$ cat src/lcc_pkg.sv
// shared constants and types for the logic cell cluster
package lcc_pkg;
  localparam int unsigned NCELL      = 16;
  localparam int unsigned NSIG       = 8;
  localparam int unsigned SRC_W      = 3;
  localparam int unsigned MAX_LOCAL  = 4;
  localparam logic [2:0]  SRC_LOCAL  = 3'h6;
  // register offsets (byte addresses)
  localparam logic [7:0]  CFG_OFS    = 8'h00;
  localparam logic [7:0]  CTRL_OFS   = 8'h40;
  localparam logic [7:0]  SRC_OFS    = 8'h44;
  localparam logic [7:0]  STAT_OFS   = 8'h48;
  // control signal slots inside the source register
  localparam int unsigned SIG_CLK1   = 0;
  localparam int unsigned SIG_CLK2   = 1;
  localparam int unsigned SIG_ENA1   = 2;
  localparam int unsigned SIG_ENA2   = 3;
  localparam int unsigned SIG_ACLR1  = 4;
  localparam int unsigned SIG_ACLR2  = 5;
  localparam int unsigned SIG_SCLR   = 6;
  localparam int unsigned SIG_SLOAD  = 7;
  // reset values
  localparam logic [31:0] CFG_RST    = 32'h0000_0000;
  localparam logic [1:0]  CTRL_RST   = 2'h1;
  localparam logic [23:0] SRC_RST    = 24'hFEC688;

  typedef enum logic [1:0] {
    FF_D  = 2'b00,
    FF_T  = 2'b01,
    FF_JK = 2'b10,
    FF_SR = 2'b11
  } lcc_ff_e;

  typedef struct packed {
    logic [1:0]  rsvd;
    logic [2:0]  out_reg;
    logic        pack;
    logic        preset;
    logic        clr_en;
    logic        clr_sel;
    logic        clk_sel;
    logic        chain;
    logic        fbk;
    logic        carry_sel;
    logic        arith;
    lcc_ff_e     ff;
    logic [15:0] mask;
  } lcc_cfg_s;

  typedef struct packed {
    logic two_edge;
    logic dev_clr_en;
  } lcc_ctrl_s;

  typedef struct packed {
    lcc_cfg_s [NCELL-1:0] cfg;
    lcc_ctrl_s            ctrl;
    logic [23:0]          src;
    logic [NCELL-1:0]     q;
    logic [1:0]           clk_prev;
    logic                 ack;
    logic [31:0]          dat;
  } lcc_state_s;
endpackage

$ cat src/lcc_cell.sv
// one logic cell: lookup table, adder, register next state and output selects
`timescale 1ns/1ns
`default_nettype none
module lcc_cell
  import lcc_pkg::*;
(
  input  wire lcc_pkg::lcc_cfg_s cfg_i,
  input  wire logic [3:0]        data_i,
  input  wire logic              cin_i,
  input  wire logic              chain_i,
  input  wire logic              q_i,
  input  wire logic              step_i,
  input  wire logic              sclr_i,
  input  wire logic              sload_i,
  input  wire logic              aclr_i,
  output logic                   cout_o,
  output logic                   qv_o,
  output logic                   qd_o,
  output logic [2:0]             out_o
);
  import lcc_pkg::*;

  logic       a;
  logic       b;
  logic       lut;
  logic       x;
  logic       nq;
  logic [3:0] idx;

  always_comb begin
    // clear wins at once, without waiting for an edge
    qv_o = aclr_i ? cfg_i.preset : (q_i ^ cfg_i.preset);
    a = data_i[0];
    b = cfg_i.fbk ? qv_o : data_i[1];
    idx = {(cfg_i.carry_sel ? cin_i : data_i[3]), data_i[2], b, a};
    cout_o = (a & b) | (cin_i & (a ^ b));
    lut = cfg_i.arith ? (a ^ b ^ cin_i) : cfg_i.mask[idx];
    x = cfg_i.chain ? chain_i : lut;
    case (cfg_i.ff)
      FF_D:    nq = x;
      FF_T:    nq = qv_o ^ x;
      FF_JK:   nq = (x & ~qv_o) | (~data_i[3] & qv_o);
      FF_SR:   nq = x | (~data_i[3] & qv_o);
      default: nq = x;
    endcase
    if (sclr_i) begin
      nq = 1'b0;
    end else if (sload_i && !cfg_i.pack) begin
      nq = data_i[3];
    end
    // stored value is inverted around the clear to give a preset
    qd_o = aclr_i ? 1'b0 : (step_i ? (nq ^ cfg_i.preset) : q_i);
    for (int j = 0; j < 3; j++) begin
      out_o[j] = cfg_i.out_reg[j] ? qv_o : lut;
    end
  end
endmodule
`default_nettype wire

$ cat src/lcc_cluster.sv
// cluster of sixteen logic cells with shared control and register access
//
// The implementer's own choices: register access over Wishbone and the address map.
`timescale 1ns/1ns
`default_nettype none
// What this block does
// - each cell has a four-input lookup table for any function of four inputs
// - cell register can act as D, T, JK or SR flip-flop
// - cell register has data, clock, clock enable and clear inputs
// - combinational results bypass the register to the cell outputs
// - three outputs each pick lookup table result or register output
// - with packing, the synchronous load does not touch that cell register
// - feedback mode routes a cell's register into its own lookup table
// - register chain feeds each register from the previous cell's register
// - normal mode picks carry-in or the fourth data input for the table
// - arithmetic mode is a full adder with carry, registered or not
// - carry chain continues into the next cluster down the column
// - a cluster holds sixteen cells with shared control and chains
// - two clocks, two enables, two async clears, sync clear and sync load
// - at most four control signals from local sources, the rest global
// - sync clear acts on all registers at the clock edge, sync load on all but packed ones
// - each cluster clock is tied to its own clock enable
// - a deasserted enable stops its clock, so registers see no edge
// - both clock edges are served by using both cluster clocks
// - two async clears clear their assigned registers at once
// - no async load; preset by inverting around the clear, never both
// - active-low device-wide clear resets all registers and overrides all
// - control signals come from six row clocks or local interconnect
module lcc_cluster
  import lcc_pkg::*;
(
  input  wire logic                    clk_i,
  input  wire logic                    rst_i,
  input  wire logic [7:0]              adr_i,
  input  wire logic [31:0]             dat_i,
  output logic      [31:0]             dat_o,
  input  wire logic                    we_i,
  input  wire logic [3:0]              sel_i,
  input  wire logic                    stb_i,
  input  wire logic                    cyc_i,
  output logic                         ack_o,
  input  wire logic [NCELL-1:0][3:0]   cell_data_i,
  output logic      [NCELL-1:0][2:0]   cell_out_o,
  input  wire logic [5:0]              row_clock_i,
  input  wire logic [NSIG-1:0]         local_ctrl_i,
  input  wire logic                    device_wide_clear_n_i,
  input  wire logic                    carry_in_i,
  output logic                         carry_out_o,
  input  wire logic                    chain_in_i,
  output logic                         chain_out_o
);
  import lcc_pkg::*;

  lcc_state_s       st_q;
  lcc_state_s       st_d;
  logic [NSIG-1:0]  sig;
  logic             over;
  logic             step1;
  logic             step2;
  logic             dev_clr;
  logic [NCELL-1:0] step;
  logic [NCELL-1:0] aclr;
  logic [NCELL-1:0] qv;
  logic [NCELL-1:0] qd;
  logic [NCELL-1:0] cout;
  logic [31:0]      rd;
  logic [31:0]      wmask;

  // control signal sourcing; local picks past the limit read as zero
  always_comb begin
    logic [2:0] s;
    logic [3:0] nloc;
    s = 3'h0;
    nloc = 4'h0;
    over = 1'b0;
    sig = '0;
    for (int i = 0; i < NSIG; i++) begin
      s = st_q.src[i*SRC_W +: SRC_W];
      if (s >= SRC_LOCAL) begin
        nloc = nloc + 4'h1;
        if (nloc <= 4'(MAX_LOCAL)) begin
          sig[i] = local_ctrl_i[i];
        end else begin
          over = 1'b1;
        end
      end else begin
        sig[i] = row_clock_i[s];
      end
    end
  end

  // clock edges seen as sampled levels, each gated by its paired enable
  always_comb begin
    logic e2;
    e2 = st_q.ctrl.two_edge ? (~sig[SIG_CLK1] & st_q.clk_prev[0])
                            : (sig[SIG_CLK2] & ~st_q.clk_prev[1]);
    step1 = sig[SIG_CLK1] & ~st_q.clk_prev[0] & sig[SIG_ENA1];
    step2 = e2 & sig[SIG_ENA2];
    dev_clr = st_q.ctrl.dev_clr_en & ~device_wide_clear_n_i;
  end

  genvar g;
  generate
    for (g = 0; g < NCELL; g++) begin : g_cell
      logic cin_w;
      logic chn_w;
      assign cin_w = (g == 0) ? carry_in_i : cout[(g+NCELL-1)%NCELL];
      assign chn_w = (g == 0) ? chain_in_i : qv[(g+NCELL-1)%NCELL];
      assign step[g] = st_q.cfg[g].clk_sel ? step2 : step1;
      // device clear overrides every other control of the register
      assign aclr[g] = dev_clr | (st_q.cfg[g].clr_en
                     & (st_q.cfg[g].clr_sel ? sig[SIG_ACLR2] : sig[SIG_ACLR1]));
      lcc_cell u_cell (
        .cfg_i   (st_q.cfg[g]),
        .data_i  (cell_data_i[g]),
        .cin_i   (cin_w),
        .chain_i (chn_w),
        .q_i     (st_q.q[g]),
        .step_i  (step[g]),
        .sclr_i  (sig[SIG_SCLR]),
        .sload_i (sig[SIG_SLOAD]),
        .aclr_i  (aclr[g]),
        .cout_o  (cout[g]),
        .qv_o    (qv[g]),
        .qd_o    (qd[g]),
        .out_o   (cell_out_o[g])
      );
    end
  endgenerate

  assign carry_out_o = cout[NCELL-1];
  assign chain_out_o = qv[NCELL-1];
  assign dat_o = st_q.dat;
  assign ack_o = st_q.ack;

  // register read mux; unmapped offsets read zero
  always_comb begin
    rd = 32'h0000_0000;
    if (adr_i < CTRL_OFS) begin
      rd = st_q.cfg[adr_i[5:2]];
    end else if (adr_i == CTRL_OFS) begin
      rd = {30'h0000_0000, st_q.ctrl};
    end else if (adr_i == SRC_OFS) begin
      rd = {8'h00, st_q.src};
    end else if (adr_i == STAT_OFS) begin
      rd = {15'h0000, over, qv};
    end
    for (int k = 0; k < 4; k++) begin
      wmask[k*8 +: 8] = sel_i[k] ? 8'hFF : 8'h00;
    end
  end

  always_comb begin
    st_d = st_q;
    st_d.q = qd;
    st_d.clk_prev = {sig[SIG_CLK2], sig[SIG_CLK1]};
    st_d.ack = cyc_i & stb_i & ~st_q.ack;
    if (st_d.ack) begin
      st_d.dat = rd;
    end
    // writes land on the edge that also ends the bus cycle
    if (st_q.ack && cyc_i && stb_i && we_i) begin
      if (adr_i < CTRL_OFS) begin
        st_d.cfg[adr_i[5:2]] = (st_q.cfg[adr_i[5:2]] & ~wmask) | (dat_i & wmask);
      end else if (adr_i == CTRL_OFS) begin
        st_d.ctrl = (st_q.ctrl & ~wmask[1:0]) | (dat_i[1:0] & wmask[1:0]);
      end else if (adr_i == SRC_OFS) begin
        st_d.src = (st_q.src & ~wmask[23:0]) | (dat_i[23:0] & wmask[23:0]);
      end
    end
  end

  always_ff @(posedge clk_i or posedge rst_i) begin
    if (rst_i) begin
      st_q.cfg <= {NCELL{CFG_RST}};
      st_q.ctrl <= CTRL_RST;
      st_q.src <= SRC_RST;
      st_q.q <= '0;
      st_q.clk_prev <= 2'h0;
      st_q.ack <= 1'b0;
      st_q.dat <= 32'h0000_0000;
    end else begin
      st_q <= st_d;
    end
  end
endmodule
`default_nettype wire

$ cat config.mk
export PLATFORM = sky130hd
export DESIGN_NAME = lcc_cluster
export DESIGN_NICKNAME = d
export VERILOG_FILES = /design/src/lcc_pkg.sv /design/src/lcc_cell.sv /design/src/lcc_cluster.sv
export SDC_FILE = /design/constraint.sdc
export NUM_CORES = 2
export LEC_CHECK = 0
export BUFFER_PORTS_ARGS = -buffer_cell sky130_fd_sc_hd__buf_2
export CORE_MARGIN = 2
export CORE_UTILIZATION = 56
export DETAILED_ROUTE_END_ITERATION = 6
export PLACE_DENSITY = 0.77
export SYNTH_ARGS = -nofsm -noshare
export SYNTH_HDL_FRONTEND = slang
export SYNTH_SLANG_ARGS = --single-unit
$ cat constraint.sdc
create_clock -name clk_i -period 19.9 [get_ports clk_i]
set_input_delay 2.985 -clock clk_i [delete_from_list [all_inputs] [get_ports clk_i]]
set_output_delay 2.985 -clock clk_i [all_outputs]
set_load 0.005 [all_outputs]
==> key figures <==
Critical path
  – Crit-path slowest cell: a22o_1
  – Setup slack, reg-to-reg: 6350 ps
  – Worst-path maximum fanout: 16
  – Crit end category: primary output
  – Worst endpoint required time: 16910 ps
  – Critical path class: in2out
  – Buffers & Inverters on Critical Path: 2
  – CP top delay family: adder cells
  – CP max stage delay: 480 ps
  – Worst path most repeated cell: fa_1
  – Critical path depth: 28
  – Reg2Reg Depth: 42
  – Worst EP arrival: 13300 ps
  – Worst Setup Start Kind: input port

Floorplan
  – Starting density of the core: 0.564
  – Die H: 250 um
  – DIE WIDTH: 250 um
  – # IOs: 213
  – # rows: 90
  – Core area: 60100 um2
  – Die Area: 62500 um2

Logic synthesis
  – Synth Instances: 3352
  – Largest area contributor in the netlist: dfrtp_1
  – Net Count, Synth: 3521
  – Synth Flop Type: dfrtp_1
  – Post-Syn Area: 33900 um2
  – Top-count cell post-synth: dfrtp_1
  – Yosys top cell area share: 0.424
  – Post-synth EDFFs: 0
  – Unique masters post-synth: 81
  – Synth Warn #: 0
  – Avg Synthesized Cell Area: 10.1 um2
  – Post-synth ARST share: 1.00
  – Flop and latch count out of synthesis: 589
  – Top cells by count, synth: dfrtp_1, nand2_1, o21ai_0, a21oi_1, mux4_2
  – Sequential share of the synthesized area: 0.435
  – Ranking of synthesized cells by area: dfrtp_1, mux4_2, o21ai_0, nand2_1, a21oi_1

Clocking
  – Num CTS Buffers: 66
  – TritonCTS clock tree: done
  – Worst-path clk slew: 60 ps
  – CTS resizes: 0
  – Post-CTS Setup Inserts: 0
  – Worst skew pair latency: 620 ps
  – Root Driver: clkbuf_16
  – Clock sink count: 589
  – Clk buf depth: 3
  – Hold_buf cts: 0
  – H-tree depth: 3

STA
  – Final cycle utilization of the critical path: 0.818
  – Post-Route Setup TNS: 0 ps
  – Fmax: 61.4 MHz
  – Final Hold Violating Endpoints: 0
  – # setup viols final: 0
  – Worst slew pin tran: 1280 ps
  – Final max-slew violation count: 0
  – Skew final: 34.6 ps
  – Minimum clock period: 16280 ps
  – RSZ-0062 raised after global routing: no
  – Max transition margin: 0.120

GRT
  – Largest net degree at the start of global routing: 119
  – GR Overflow Total: 0
  – First-pass GRT wire length: 174000 um
  – GRT Total Usage: 0.374
  – Vias in the first global route: 27084
  – Antenna violations before repair: 8

Routing
  – Per-cell routed wire length: 27.3 um
  – ANT nets after route: 0
  – First-pass detailed-route iteration total: 7
  – Number of vias per cell: 6.80
  – DR vias: 28924
  – DRC: 0
  – Drt total wl: 116000 um
  – Iteration-0 DRC Markers: 3689

Placed design
  – Port bufs: 212
  – Final HPWL DP: 85300 um
  – Placer Congestion: 0.996

Pwr
  – Psw: 749 uW
  – Power Dens Cells: 75.6 nW/um2
  – Comb power frac: 0.109
  – Peak supply drop: 0.0657 mV
  – Flop pwr share: 0.438
  – Leak Pwr: 16.2 nW
  – Internal power: 2.09 mW
  – Switching share of power: 0.264
  – Clk pwr share: 0.453

Worst hold path
  – Hold Path Class: reg2reg
  – Hold path depth: 2

Job
  – Max-cap viol count: 0

Cells and area
  – Layout area overhead: 11.0%
  – Share of cells above drive strength 1: 0.204
  – Final Core Density: 0.626
  – Post-layout nets: 3585

Run status
  – Status: finished, final reports clean
==> tightest hold or removal path, stage by stage (launching register included) <==
cell and delay, ps:
dfrtp_1 340, nand2_1 40, o21ai_0 60
==> power by group through the flow <==
stage               clock network [mW]  registers (mW)  logic [mW]
global placement                     0            1.26       0.298
global route                      1.35            1.25       0.332
detailed placement                   0            1.26       0.302
floorplan                            0            1.26       0.193
finish                            1.29            1.24       0.311
CTS                               1.29            1.24       0.304
==> metrics by stage <==
| step | instances | area (um2) | setup WS, ps | hold slack, ps | total power, mW |
|---|---|---|---|---|---|
| final | 4254 | 37600 | 3620 | 473 | 2.84 |
| after global routing | 4250 | 37600 | 3100 | 503 | 2.93 |
| after CTS | 4250 | 37600 | 3670 | 481 | 2.84 |
| after detailed placement | 4130 | 35300 | 3670 | 466 | 1.57 |
| after global placement | 4130 | 35300 | 3840 | 457 | 1.56 |
| after floorplan | 3352 | 33900 | 455 | 445 | 1.45 |
==> metal layers <==
layer	routed length (um)	up-vias	global-route usage	part of all wire
met5	26	-	0	0.00022
met4	6060	4	0.169	0.052
met3	15200	318	0.0941	0.13
met2	51300	1972	0.555	0.44
met1	43600	14275	0.523	0.38
li1	-	12355	-	-
==> logic make-up after synthesis <==
family | share of synthesized area
DFF | 0.435
muxes | 0.188
AOI/OAI and AO/OA | 0.179
adders and majority gates | 0.0182
and+or+nand+nor | 0.127
buffers and inverters | 0.0443
xor gates and xnor gates | 0.00775
==> flip-flops by register name, summed over array words and instances (netlist names), named ones only <==
name   flops
dat_o     32
ack_o      1
st_q     530
==> cell type report <==
class | instances | area, um2
Fill cell | 4859 | 22500
Multi-Input combinational cell | 2406 | 17800
Sequential cell | 589 | 14800
Clock buffer | 101 | 2010
Timing Repair Buffer | 267 | 1490
Tap cell | 782 | 978
Inverter | 86 | 330
Clock inverter | 19 | 274
Antenna cell | 4 | 10.0
==> final timing paths <==
path	endpoint	start
max	cell_out_o[47]	row_clock_i[3]
min	st_q[396]	st_q[396]
max reg2reg	st_q[50]	flip-flop
min reg2reg	st_q[396]	st_q[396]
max in group asynchronous	st_q[125]	rst_i
min in group asynchronous	st_q[467]	rst_i
==> cells in the final DEF (no fill, tap or decap), types with 15 or more instances in the layout <==
master,netlist,layout
clkbuf_16,0,68
clkbuf_1,205,15
nor2_1,229,225
mux2i_1,77,64
o221ai_1,22,22
and2_1,28,28
or3_1,17,17
nand2_1,537,528
o31a_1,37,37
a21oi_1,244,244
fa_1,16,16
mux2_2,35,35
nand4_1,20,20
ha_1,23,23
nor3_1,44,43
nand2b_1,33,33
o21a_1,15,15
a31oi_1,15,15
mux4_2,231,231
o21ai_0,450,450
inv_1,85,84
dfrtp_1,575,575
buf_4,35,55
a211oi_1,19,19
a221oi_1,22,22
nor2b_1,55,53
buf_2,6,210
o211ai_1,31,31
clkbuf_8,0,18
xnor2_1,20,20
No activity file was read; power rests on OpenSTA's default activity.
